**src/pnpp_pkg.sv**
```systemverilog
// constants for the parallel nvm programming port controller
// Notes on behaviour
// - chip erase: long write pulse, no busy
// - command load: action 10, byte low, pulse
// - action 00 loads address byte by selector
// - wait for ready high before next byte
// - high-byte write with selector high
// - reload address high only on new page
// - skip writing erased all-ones value
// - eeprom write: command 0001 0001, low byte
// - fuse write: fuse pulse width, no busy
// - reserved fuse/protection data bits driven one
package pnpp_pkg;

  // ----------------------------------------
  // timing
  // ----------------------------------------
  localparam real CLK_NS = 5.0;
  localparam real T_SETUP_NS = 67.0;
  localparam real T_XHIGH_NS = 67.0;
  localparam real T_HOLD_NS = 67.0;
  localparam real T_WLOW_NS = 67.0;
  localparam real T_BSHOLD_NS = 67.0;
  localparam real T_WHRL_NS = 20.0;
  localparam real T_OLDV_NS = 20.0;
  localparam real T_OHDZ_NS = 20.0;
  localparam real T_ERASE_MS = 5.0;
  localparam real T_FUSE_MS = 1.0;
  localparam int SYNC_CYC = 2;
  localparam int SETUP_CYC = int'($ceil(T_SETUP_NS / CLK_NS));
  localparam int XHIGH_CYC = int'($ceil(T_XHIGH_NS / CLK_NS));
  localparam int HOLD_CYC = int'($ceil(T_HOLD_NS / CLK_NS));
  localparam int WLOW_CYC = int'($ceil(T_WLOW_NS / CLK_NS));
  localparam int BSHOLD_CYC = int'($ceil(T_BSHOLD_NS / CLK_NS));
  localparam int WHRL_CYC = int'($ceil(T_WHRL_NS / CLK_NS)) + SYNC_CYC;
  localparam int OLDV_CYC = int'($ceil(T_OLDV_NS / CLK_NS)) + SYNC_CYC;
  localparam int OHDZ_CYC = int'($ceil(T_OHDZ_NS / CLK_NS));
  localparam int ERASE_CYC = int'($ceil(T_ERASE_MS * 1.0e6 / CLK_NS));
  localparam int FUSE_CYC = int'($ceil(T_FUSE_MS * 1.0e6 / CLK_NS));
  localparam int CNT_W = 22;

  // ----------------------------------------
  // device commands and pin codes
  // ----------------------------------------
  localparam logic [7:0] CMD_ERASE = 8'h80;
  localparam logic [7:0] CMD_WR_FUSE = 8'h40;
  localparam logic [7:0] CMD_WR_LOCK = 8'h20;
  localparam logic [7:0] CMD_WR_FLASH = 8'h10;
  localparam logic [7:0] CMD_WR_EE = 8'h11;
  localparam logic [7:0] CMD_RD_SIG = 8'h08;
  localparam logic [7:0] CMD_RD_FUSE = 8'h04;
  localparam logic [7:0] CMD_RD_FLASH = 8'h02;
  localparam logic [7:0] CMD_RD_EE = 8'h03;
  localparam logic [1:0] ACT_ADDR = 2'h0;
  localparam logic [1:0] ACT_DATA = 2'h1;
  localparam logic [1:0] ACT_CMD = 2'h2;
  localparam logic [1:0] ACT_IDLE = 2'h3;
  localparam logic [7:0] FUSE_RSVD = 8'hde;
  localparam logic [7:0] LOCK_RSVD = 8'hf9;
  localparam logic [7:0] ERASED = 8'hff;

  // ----------------------------------------
  // software registers
  // ----------------------------------------
  localparam logic [7:0] REG_CTRL = 8'h00;
  localparam logic [7:0] REG_STATUS = 8'h04;
  localparam int CTRL_OP_LSB = 8;
  localparam int CTRL_BS_BIT = 11;
  localparam int ST_BUSY = 0;
  localparam int ST_RDY = 1;
  localparam int ST_REFUSED = 2;
  localparam int ST_SKIPPED = 3;
  localparam int ST_RDATA_LSB = 8;
  localparam logic [2:0] OP_LOAD_CMD = 3'h0;
  localparam logic [2:0] OP_LOAD_ADDR = 3'h1;
  localparam logic [2:0] OP_LOAD_DATA = 3'h2;
  localparam logic [2:0] OP_WRITE = 3'h3;
  localparam logic [2:0] OP_READ = 3'h4;

endpackage

```
**src/pnpp_host.sv**
```systemverilog
// programmer that drives the parallel nvm programming pins
//
// Decided for this implementation: the Wishbone slave port and the register addresses.
`timescale 1ns/10ps
module pnpp_host #(
  parameter int ERASE_CYC = pnpp_pkg::ERASE_CYC,
  parameter int FUSE_CYC = pnpp_pkg::FUSE_CYC
) (
  // clock and reset
  input wire logic clk_i,
  input wire logic rst_i,
  input wire logic ce_i,
  // wishbone slave
  input wire logic wb_cyc_i,
  input wire logic wb_stb_i,
  input wire logic wb_we_i,
  input wire logic [7:0] wb_adr_i,
  input wire logic [3:0] wb_sel_i,
  input wire logic [31:0] wb_dat_i,
  output logic [31:0] wb_dat_o,
  output logic wb_ack_o,
  // device pins
  output logic load_clock_pin_o,
  output logic action_sel_hi_o,
  output logic action_sel_lo_o,
  output logic byte_selector_o,
  output logic wr_n_o,
  output logic oe_n_o,
  output logic [7:0] data_o,
  output logic data_oe_n_o,
  input wire logic [7:0] data_i,
  input wire logic ready_busy_out_i
);

  typedef enum logic [2:0] {S_IDLE, S_SETUP, S_PULSE, S_GAP, S_POLL, S_HOLD} pnpp_state_t;

  localparam logic [pnpp_pkg::CNT_W-1:0] C_SETUP = pnpp_pkg::CNT_W'(pnpp_pkg::SETUP_CYC - 1);
  localparam logic [pnpp_pkg::CNT_W-1:0] C_XHIGH = pnpp_pkg::CNT_W'(pnpp_pkg::XHIGH_CYC - 1);
  localparam logic [pnpp_pkg::CNT_W-1:0] C_HOLD = pnpp_pkg::CNT_W'(pnpp_pkg::HOLD_CYC - 1);
  localparam logic [pnpp_pkg::CNT_W-1:0] C_WLOW = pnpp_pkg::CNT_W'(pnpp_pkg::WLOW_CYC - 1);
  localparam logic [pnpp_pkg::CNT_W-1:0] C_BSHOLD = pnpp_pkg::CNT_W'(pnpp_pkg::BSHOLD_CYC - 1);
  localparam logic [pnpp_pkg::CNT_W-1:0] C_WHRL = pnpp_pkg::CNT_W'(pnpp_pkg::WHRL_CYC - 1);
  localparam logic [pnpp_pkg::CNT_W-1:0] C_OLDV = pnpp_pkg::CNT_W'(pnpp_pkg::OLDV_CYC - 1);
  localparam logic [pnpp_pkg::CNT_W-1:0] C_OHDZ = pnpp_pkg::CNT_W'(pnpp_pkg::OHDZ_CYC - 1);
  localparam logic [pnpp_pkg::CNT_W-1:0] C_ERASE = pnpp_pkg::CNT_W'(ERASE_CYC - 1);
  localparam logic [pnpp_pkg::CNT_W-1:0] C_FUSE = pnpp_pkg::CNT_W'(FUSE_CYC - 1);

  // ----------------------------------------
  // pin synchronisers
  // ----------------------------------------
  logic rdy_m_q;
  logic rdy_s_q;
  logic [7:0] din_m_q;
  logic [7:0] din_s_q;

  always_ff @(posedge clk_i) begin
    if (rst_i) begin
      rdy_m_q <= 1'b1;
      rdy_s_q <= 1'b1;
      din_m_q <= 8'h00;
      din_s_q <= 8'h00;
    end else if (ce_i) begin
      rdy_m_q <= ready_busy_out_i;
      rdy_s_q <= rdy_m_q;
      din_m_q <= data_i;
      din_s_q <= din_m_q;
    end
  end

  // ----------------------------------------
  // sequencer
  // ----------------------------------------
  pnpp_state_t st_q, st_d;
  logic [pnpp_pkg::CNT_W-1:0] cnt_q, cnt_d;
  logic [2:0] op_q, op_d;
  logic [1:0] act_q, act_d;
  logic bs_q, bs_d;
  logic xclk_q, xclk_d;
  logic wr_n_q, wr_n_d;
  logic oe_n_q, oe_n_d;
  logic [7:0] dout_q, dout_d;
  logic doe_n_q, doe_n_d;
  logic [7:0] cmd_q, cmd_d;
  logic cmd_ok_q, cmd_ok_d;
  logic [7:0] ahi_q, ahi_d;
  logic ahi_ok_q, ahi_ok_d;
  logic [7:0] dat_q, dat_d;
  logic [7:0] rdata_q, rdata_d;
  logic timed_q, timed_d;
  logic skip_q, skip_d;
  // software request, held by the bus group
  logic start_q;
  logic [2:0] req_op_q;
  logic req_bs_q;
  logic [7:0] req_byte_q;

  always_comb begin
    st_d = st_q;
    cnt_d = (cnt_q != '0) ? cnt_q - 1'b1 : cnt_q;
    op_d = op_q;
    act_d = act_q;
    bs_d = bs_q;
    xclk_d = xclk_q;
    wr_n_d = wr_n_q;
    oe_n_d = oe_n_q;
    dout_d = dout_q;
    doe_n_d = doe_n_q;
    cmd_d = cmd_q;
    cmd_ok_d = cmd_ok_q;
    ahi_d = ahi_q;
    ahi_ok_d = ahi_ok_q;
    dat_d = dat_q;
    rdata_d = rdata_q;
    timed_d = timed_q;
    skip_d = 1'b0;
    case (st_q)
      S_IDLE: begin
        if (start_q) begin
          op_d = req_op_q;
          bs_d = req_bs_q;
          cnt_d = C_SETUP;
          st_d = S_SETUP;
          case (req_op_q)
            pnpp_pkg::OP_LOAD_CMD: begin
              // an unchanged command stays latched in the device
              if (cmd_ok_q && req_byte_q == cmd_q) begin
                skip_d = 1'b1;
                st_d = S_IDLE;
              end else begin
                act_d = pnpp_pkg::ACT_CMD;
                bs_d = 1'b0;
                dout_d = req_byte_q;
                cmd_d = req_byte_q;
                cmd_ok_d = 1'b1;
                // a new command forgets the cached page
                ahi_ok_d = 1'b0;
              end
            end
            pnpp_pkg::OP_LOAD_ADDR: begin
              if (req_bs_q && ahi_ok_q && req_byte_q == ahi_q) begin
                skip_d = 1'b1;
                st_d = S_IDLE;
              end else begin
                act_d = pnpp_pkg::ACT_ADDR;
                dout_d = req_byte_q;
                if (req_bs_q) begin
                  ahi_d = req_byte_q;
                  ahi_ok_d = 1'b1;
                end
              end
            end
            pnpp_pkg::OP_LOAD_DATA: begin
              act_d = pnpp_pkg::ACT_DATA;
              if (cmd_q == pnpp_pkg::CMD_WR_FUSE) begin
                dout_d = req_byte_q | pnpp_pkg::FUSE_RSVD;
              end else if (cmd_q == pnpp_pkg::CMD_WR_LOCK) begin
                dout_d = req_byte_q | pnpp_pkg::LOCK_RSVD;
              end else begin
                dout_d = req_byte_q;
              end
              dat_d = dout_d;
            end
            pnpp_pkg::OP_WRITE: begin
              act_d = pnpp_pkg::ACT_IDLE;
              if ((cmd_q == pnpp_pkg::CMD_WR_FLASH || cmd_q == pnpp_pkg::CMD_WR_EE)
                  && dat_q == pnpp_pkg::ERASED) begin
                skip_d = 1'b1;
                st_d = S_IDLE;
              end
            end
            default: begin
              // read: release the data bus before oe falls
              act_d = pnpp_pkg::ACT_IDLE;
              doe_n_d = 1'b1;
            end
          endcase
        end
      end
      S_SETUP: begin
        if (cnt_q == '0) begin
          st_d = S_PULSE;
          case (op_q)
            pnpp_pkg::OP_WRITE: begin
              wr_n_d = 1'b0;
              timed_d = 1'b1;
              if (cmd_q == pnpp_pkg::CMD_ERASE) begin
                cnt_d = C_ERASE;
              end else if (cmd_q == pnpp_pkg::CMD_WR_FUSE) begin
                cnt_d = C_FUSE;
              end else begin
                cnt_d = C_WLOW;
                timed_d = 1'b0;
              end
            end
            pnpp_pkg::OP_READ: begin
              // flash, eeprom, fuse status or id byte per loaded command
              oe_n_d = 1'b0;
              cnt_d = C_OLDV;
            end
            default: begin
              xclk_d = 1'b1;
              cnt_d = C_XHIGH;
            end
          endcase
        end
      end
      S_PULSE: begin
        if (cnt_q == '0) begin
          st_d = S_HOLD;
          cnt_d = C_HOLD;
          case (op_q)
            pnpp_pkg::OP_WRITE: begin
              wr_n_d = 1'b1;
              // erase and fuse writes show no busy on the pin
              if (!timed_q) begin
                st_d = S_GAP;
                cnt_d = C_WHRL;
              end
            end
            pnpp_pkg::OP_READ: begin
              rdata_d = din_s_q;
              oe_n_d = 1'b1;
              cnt_d = C_OHDZ;
            end
            default: begin
              xclk_d = 1'b0;
            end
          endcase
        end
      end
      S_GAP: begin
        if (cnt_q == '0) begin
          st_d = S_POLL;
        end
      end
      S_POLL: begin
        // byte selector held until ready comes back
        if (rdy_s_q) begin
          st_d = S_HOLD;
          cnt_d = C_BSHOLD;
        end
      end
      S_HOLD: begin
        if (cnt_q == '0) begin
          act_d = pnpp_pkg::ACT_IDLE;
          doe_n_d = 1'b0;
          st_d = S_IDLE;
        end
      end
      default: begin
        st_d = S_IDLE;
      end
    endcase
  end

  always_ff @(posedge clk_i) begin
    if (rst_i) begin
      st_q <= S_IDLE;
      cnt_q <= '0;
      op_q <= pnpp_pkg::OP_LOAD_CMD;
      act_q <= pnpp_pkg::ACT_IDLE;
      bs_q <= 1'b0;
      xclk_q <= 1'b0;
      wr_n_q <= 1'b1;
      oe_n_q <= 1'b1;
      dout_q <= 8'h00;
      doe_n_q <= 1'b0;
      cmd_q <= 8'h00;
      cmd_ok_q <= 1'b0;
      ahi_q <= 8'h00;
      ahi_ok_q <= 1'b0;
      dat_q <= 8'h00;
      rdata_q <= 8'h00;
      timed_q <= 1'b0;
      skip_q <= 1'b0;
    end else if (ce_i) begin
      st_q <= st_d;
      cnt_q <= cnt_d;
      op_q <= op_d;
      act_q <= act_d;
      bs_q <= bs_d;
      xclk_q <= xclk_d;
      wr_n_q <= wr_n_d;
      oe_n_q <= oe_n_d;
      dout_q <= dout_d;
      doe_n_q <= doe_n_d;
      cmd_q <= cmd_d;
      cmd_ok_q <= cmd_ok_d;
      ahi_q <= ahi_d;
      ahi_ok_q <= ahi_ok_d;
      dat_q <= dat_d;
      rdata_q <= rdata_d;
      timed_q <= timed_d;
      skip_q <= skip_d;
    end
  end

  // ----------------------------------------
  // wishbone registers
  // ----------------------------------------
  localparam int CTRL_OP_HI = pnpp_pkg::CTRL_OP_LSB + 2;
  localparam int RDATA_HI = pnpp_pkg::ST_RDATA_LSB + 7;

  logic ack_q, ack_d;
  logic [31:0] rd_q, rd_d;
  logic start_d;
  logic [2:0] req_op_d;
  logic req_bs_d;
  logic [7:0] req_byte_d;
  logic refused_q, refused_d;
  logic skipped_q, skipped_d;
  logic busy;
  logic req;

  assign busy = (st_q != S_IDLE) || start_q;
  assign req = wb_cyc_i && wb_stb_i && !ack_q;

  always_comb begin
    ack_d = req;
    rd_d = rd_q;
    start_d = 1'b0;
    req_op_d = req_op_q;
    req_bs_d = req_bs_q;
    req_byte_d = req_byte_q;
    refused_d = refused_q;
    skipped_d = skipped_q;
    if (req && !wb_we_i) begin
      rd_d = 32'h0000_0000;
      if (wb_adr_i == pnpp_pkg::REG_CTRL) begin
        rd_d[7:0] = req_byte_q;
        rd_d[CTRL_OP_HI:pnpp_pkg::CTRL_OP_LSB] = req_op_q;
        rd_d[pnpp_pkg::CTRL_BS_BIT] = req_bs_q;
      end else if (wb_adr_i == pnpp_pkg::REG_STATUS) begin
        rd_d[pnpp_pkg::ST_BUSY] = busy;
        rd_d[pnpp_pkg::ST_RDY] = rdy_s_q;
        rd_d[pnpp_pkg::ST_REFUSED] = refused_q;
        rd_d[pnpp_pkg::ST_SKIPPED] = skipped_q;
        rd_d[RDATA_HI:pnpp_pkg::ST_RDATA_LSB] = rdata_q;
      end
    end
    if (req && wb_we_i && wb_adr_i == pnpp_pkg::REG_STATUS && wb_sel_i[0]) begin
      if (wb_dat_i[pnpp_pkg::ST_REFUSED]) begin
        refused_d = 1'b0;
      end
      if (wb_dat_i[pnpp_pkg::ST_SKIPPED]) begin
        skipped_d = 1'b0;
      end
    end
    if (req && wb_we_i && wb_adr_i == pnpp_pkg::REG_CTRL && wb_sel_i[1:0] == 2'h3) begin
      if (busy || wb_dat_i[CTRL_OP_HI:pnpp_pkg::CTRL_OP_LSB] > pnpp_pkg::OP_READ) begin
        refused_d = 1'b1;
      end else begin
        start_d = 1'b1;
        req_byte_d = wb_dat_i[7:0];
        req_op_d = wb_dat_i[CTRL_OP_HI:pnpp_pkg::CTRL_OP_LSB];
        req_bs_d = wb_dat_i[pnpp_pkg::CTRL_BS_BIT];
      end
    end
    // a new event wins over a clear in the same cycle
    if (skip_q) begin
      skipped_d = 1'b1;
    end
  end

  always_ff @(posedge clk_i) begin
    if (rst_i) begin
      ack_q <= 1'b0;
      rd_q <= 32'h0000_0000;
      start_q <= 1'b0;
      req_op_q <= pnpp_pkg::OP_LOAD_CMD;
      req_bs_q <= 1'b0;
      req_byte_q <= 8'h00;
      refused_q <= 1'b0;
      skipped_q <= 1'b0;
    end else if (ce_i) begin
      ack_q <= ack_d;
      rd_q <= rd_d;
      start_q <= start_d;
      req_op_q <= req_op_d;
      req_bs_q <= req_bs_d;
      req_byte_q <= req_byte_d;
      refused_q <= refused_d;
      skipped_q <= skipped_d;
    end
  end

  // ----------------------------------------
  // outputs
  // ----------------------------------------
  assign wb_ack_o = ack_q;
  assign wb_dat_o = rd_q;
  assign load_clock_pin_o = xclk_q;
  assign action_sel_hi_o = act_q[1];
  assign action_sel_lo_o = act_q[0];
  assign byte_selector_o = bs_q;
  assign wr_n_o = wr_n_q;
  assign oe_n_o = oe_n_q;
  assign data_o = dout_q;
  assign data_oe_n_o = doe_n_q;

endmodule

```
**config.mk**
```make
export PLATFORM = sky130hd
export DESIGN_NAME = pnpp_host
export DESIGN_NICKNAME = d
export VERILOG_FILES = /design/src/pnpp_pkg.sv /design/src/pnpp_host.sv
export SDC_FILE = /design/constraint.sdc
export NUM_CORES = 1
export LEC_CHECK = 0
export BUFFER_PORTS_ARGS = -buffer_cell sky130_fd_sc_hd__buf_2
export CAP_MARGIN = 20
export CORE_ASPECT_RATIO = 2
export CORE_MARGIN = 2
export CORE_UTILIZATION = 45
export CTS_BUF_LIST = sky130_fd_sc_hd__clkbuf_4
export DETAILED_ROUTE_END_ITERATION = 7
export GPL_TIMING_DRIVEN = 0
export PLACE_DENSITY = 0.64
export REMOVE_ABC_BUFFERS = 1
export SYNTH_ARGS = -nofsm -noshare
export SYNTH_HDL_FRONTEND = slang
export SYNTH_SLANG_ARGS = --single-unit
```
**constraint.sdc**
```tcl
create_clock -name clk_i -period 2.6 [get_ports clk_i]
set_input_delay 0.39 -clock clk_i [delete_from_list [all_inputs] [get_ports clk_i]]
set_output_delay 0.39 -clock clk_i [all_outputs]
set_load 0.01 [all_outputs]
```
==> impl_metrics.yaml <==
finish:
  most-common-layout-cells: "133 x nor2_1, 127 x dfxtp_1, 66 x buf_2, 55 x mux2i_1, 44 x nand2_1"
  syn_to_final_growth_pct: 12.47
  layout_commonest_cell: "nor2_1"
  nNetsFinal: 854
  drive_gt1_share_pct: 18.49
worst_setup_path:
  r2r_slack_ns: 0.06
  path_max_fanout: 10
  critPathLaunchType: "flip-flop"
  path_class: "flip-flop to flip-flop"
  crit_cells: 6
  cpPeakStageDelay_ns: 0.59
  crit_slowest_cell: "or4_1"
  required_ns: 2.99
  worstReg2RegEnd: "cnt_q[21]"
  timing.rr.start: "cnt_q[19]"
  critical_path.top_delay_family: "simple AND/OR/NAND/NOR gates"
  cp_cell_sequence: "or4_1 > or2_2 > o21ai_0 > a21oi_1 > o21ai_0 > a21oi_1"
  cp.arrival_ns: 2.93
  critPathCaptureType: "flip-flop"
  critPathBufInv: 0
  r2r_cells: 6
floorplan:
  io_pins: 107
  core_area_um2: 13810
  initial_core_util_pct: 45.61
  chipHeight_um: 171.3
  dieArea_um2: 15020
  die_w_um: 87.67
  rows: 61
route:
  dr_total_vias: 5622
  avgViaCountPerCell: 5.645
  dr.first_iter.drc_count: 303
  postRouteAntennaNets: 0
  routed_wl_um: 17080
  drc: 0
  dr.pass1.iters: 5
  wl_per_cell_um: 17.15
clock_tree:
  cts_root_buf: "clkbuf_4"
  clk_pin_slew_worst_paths_ns: 0.12
  htree_num_levels: 4
  clock_latency_ns: 0.54
  cts_made_buffers: 17
  clk_path_buf_depth: 2
  cts-hold-fix-buffers: 0
  cts_sinks: 129
  cts_tree: "done"
global_route:
  antenna_found_initial: 1
  grt_max_degree: 78
  first_global_vias: 5649
  track_usage_pct: 23.38
  grt_pass1_wl_um: 27190
  grt.overflow.total: 0
yosys:
  synthMuxAreaShare_pct: 9.809
  synth-async-reset-ratio_pct: 0
  synth_ff_type: "dfxtp_1"
  ys_ff_latch: 129
  syn_inst: 741
  ys_seq_area_share_pct: 40.98
  yosysWarnings: 0
  synth_fa_ha_area_share_pct: 0.5560
  syn-cell-area_um2: 6301
  synth_edf_count: 0
  synth_cell_types: 68
  synth_top_family_by_area: "simple AND/OR/NAND/NOR gates"
  yosys.area_share.simple_pct: 25.54
  synth-compound-area-share_pct: 14.12
  syn_avg_cell_area_um2: 8.503
  synthXorXnorAreaFrac_pct: 3.336
placed_design:
  place_hpwl_um: 12410
  gp_congestion: 0.9503
  portBuffers: 68
  preCtsSetupSlack_ns: -0.6040
sta:
  tightest_slew_ns: 0.8239
  setup_slack_ns: 0.06327
  report.final.hold_viol_count: 0
  clock.fmax_mhz: 394.2
  period_needed_ns: 2.537
  finalMaxSlewViolations: 0
  slew-limit-headroom_pct: 45.07
  rsz0062_at_grt: "yes"
  fin_skew_ns: 0.02063
  period_share_pct: 97.57
  setup_violations: 0
pwr:
  swShare_pct: 41.36
  leakage_nw: 2.958
  powerDensity_nw_per_um2: 849.8
  power_frac_seq_pct: 38.5
  peakVddDrop_mv: 0.4486
  power_mw: 6.022
  internal_power_mw: 3.531
  comb_power_share_pct: 38.8
  switching_power_mw: 2.491
  pwr-share-clk_pct: 22.7
hold_path:
  min_path_type: "primary input to flip-flop"
  hold_depth: 2
  worstHoldStart: "ready_busy_out_i"
  holdPathEnd: "rdy_m_q"
run_status:
  outcome: "finished clean"
run:
  cap_viol_max_count: 0
-- repair_timing --
| action | CTS | global route |
|---|---|---|
| setup buffers | 9 | 2 |
| cloned | 0 | 0 |
| resized for setup | 6 | 13 |
| endpoints found under the setup margin | 40 | 41 |
| pin swaps | 3 | 4 |
-- per-layer routing --
layer	track usage (%)	wire (um)	vias up
met5	0	0	-
met4	16.39	1105	0
met3	4.511	509	73
met2	42.79	9378	141
met1	22.57	6085	2680
li1	-	-	2728
-- flip-flops by register name, indices dropped and copies added, names as in the netlist, 8 cells and up --
| register | flops |
|---|---|
| cmd_q | 8 |
| ahi_q | 8 |
| din_m_q | 8 |
| wb_dat_o | 16 |
| rdata_q | 8 |
| req_byte_q | 8 |
| din_s_q | 8 |
| cnt_q | 22 |
| dat_q | 8 |
| data_o | 8 |
-- cell families after synthesis --
kind of cell,after synthesis
simple gates,324
flops,129
compound gates,128
buf+inv,71
mux,61
xor+xnor,24
fa+ha+maj,3
other cells,1
-- cell usage after synthesis (3+ instances only) --
cell | number | area (um2)
nand2b_1 | 11 | 68.82
mux2i_1 | 55 | 550.5
a21oi_1 | 28 | 140.1
o31ai_1 | 3 | 22.52
o211ai_1 | 3 | 22.52
buf_4 | 18 | 135.1
nand3b_1 | 4 | 30.03
o21ai_0 | 15 | 75.07
o21bai_1 | 6 | 45.04
or4_1 | 11 | 82.58
nor2b_1 | 5 | 31.28
a31oi_1 | 3 | 18.77
o22ai_1 | 9 | 56.30
nor2_1 | 133 | 499.2
a22o_1 | 4 | 35.03
nand4_1 | 13 | 81.33
nor4_1 | 13 | 81.33
a211oi_1 | 7 | 52.55
buf_1 | 6 | 22.52
buf_2 | 3 | 15.01
a22oi_1 | 19 | 142.6
xor2_1 | 5 | 43.79
o41ai_1 | 3 | 26.28
or2_2 | 7 | 43.79
mux2_2 | 6 | 67.56
nand2_1 | 44 | 165.2
nand3_1 | 12 | 60.06
xnor2_1 | 19 | 166.4
a2bb2oi_1 | 4 | 35.03
inv_1 | 8 | 30.03
nor3_1 | 32 | 160.2
a211o_1 | 6 | 52.55
or3_1 | 15 | 93.84
clkbuf_1 | 33 | 123.9
and2_1 | 9 | 56.30
dfxtp_1 | 129 | 2582
-- area by class of cell --
type,count,area (um2)
fill,1340,6728
multi-input combinational,556,3500
sequential,129,2585
timing repair buffer,80,447.9
tap,189,236.5
clock inverter,14,146.4
clock buffer,18,135.1
inverter,9,33.78
antenna,1,2.502
-- power by group through the flow --
stage	sequential, mW	clock [mW]	combinational (mW)
final	2.32	1.37	2.34
after floorplan	2.30	0	1.48
after global routing	2.34	1.50	2.51
after global placement	2.34	0	1.98
after detailed placement	2.35	0	2.02
after CTS	2.31	1.41	2.18
-- stage by stage --
step	utilization [%]	hold slack (ns)	setup TNS [ns]	std cells	instance area [um2]
final	51.30	0.05964	0	996	7087
after detailed placement	48.05	0.4519	-29.43	952	6638
after global routing	51.30	0.02710	-0.03554	996	7087
after CTS	50.77	0.03947	0	993	7014
after floorplan	-	0.4197	0	694	6038
after global placement	47.89	0.4377	-31.05	951	6615
-- worst max path at each step --
| stage | startpoint | to | slack (ns) |
|---|---|---|---|
| 2_1_floorplan | cnt_q[0] | rdata_q[0] | 0.25 |
| 3_3_place_gp | cnt_q[0] | rdata_q[0] | -0.54 |
| 3_5_place_dp | cnt_q[0] | rdata_q[5] | -0.60 |
| 4_1_cts | cnt_q[0] | timed_q | 0.003 |
| 5_1_grt | cnt_q[3] | cnt_q[5] | -0.03 |
| 6_report | cnt_q[19] | cnt_q[21] | 0.06 |
No activity file was read; power rests on OpenSTA's default activity.
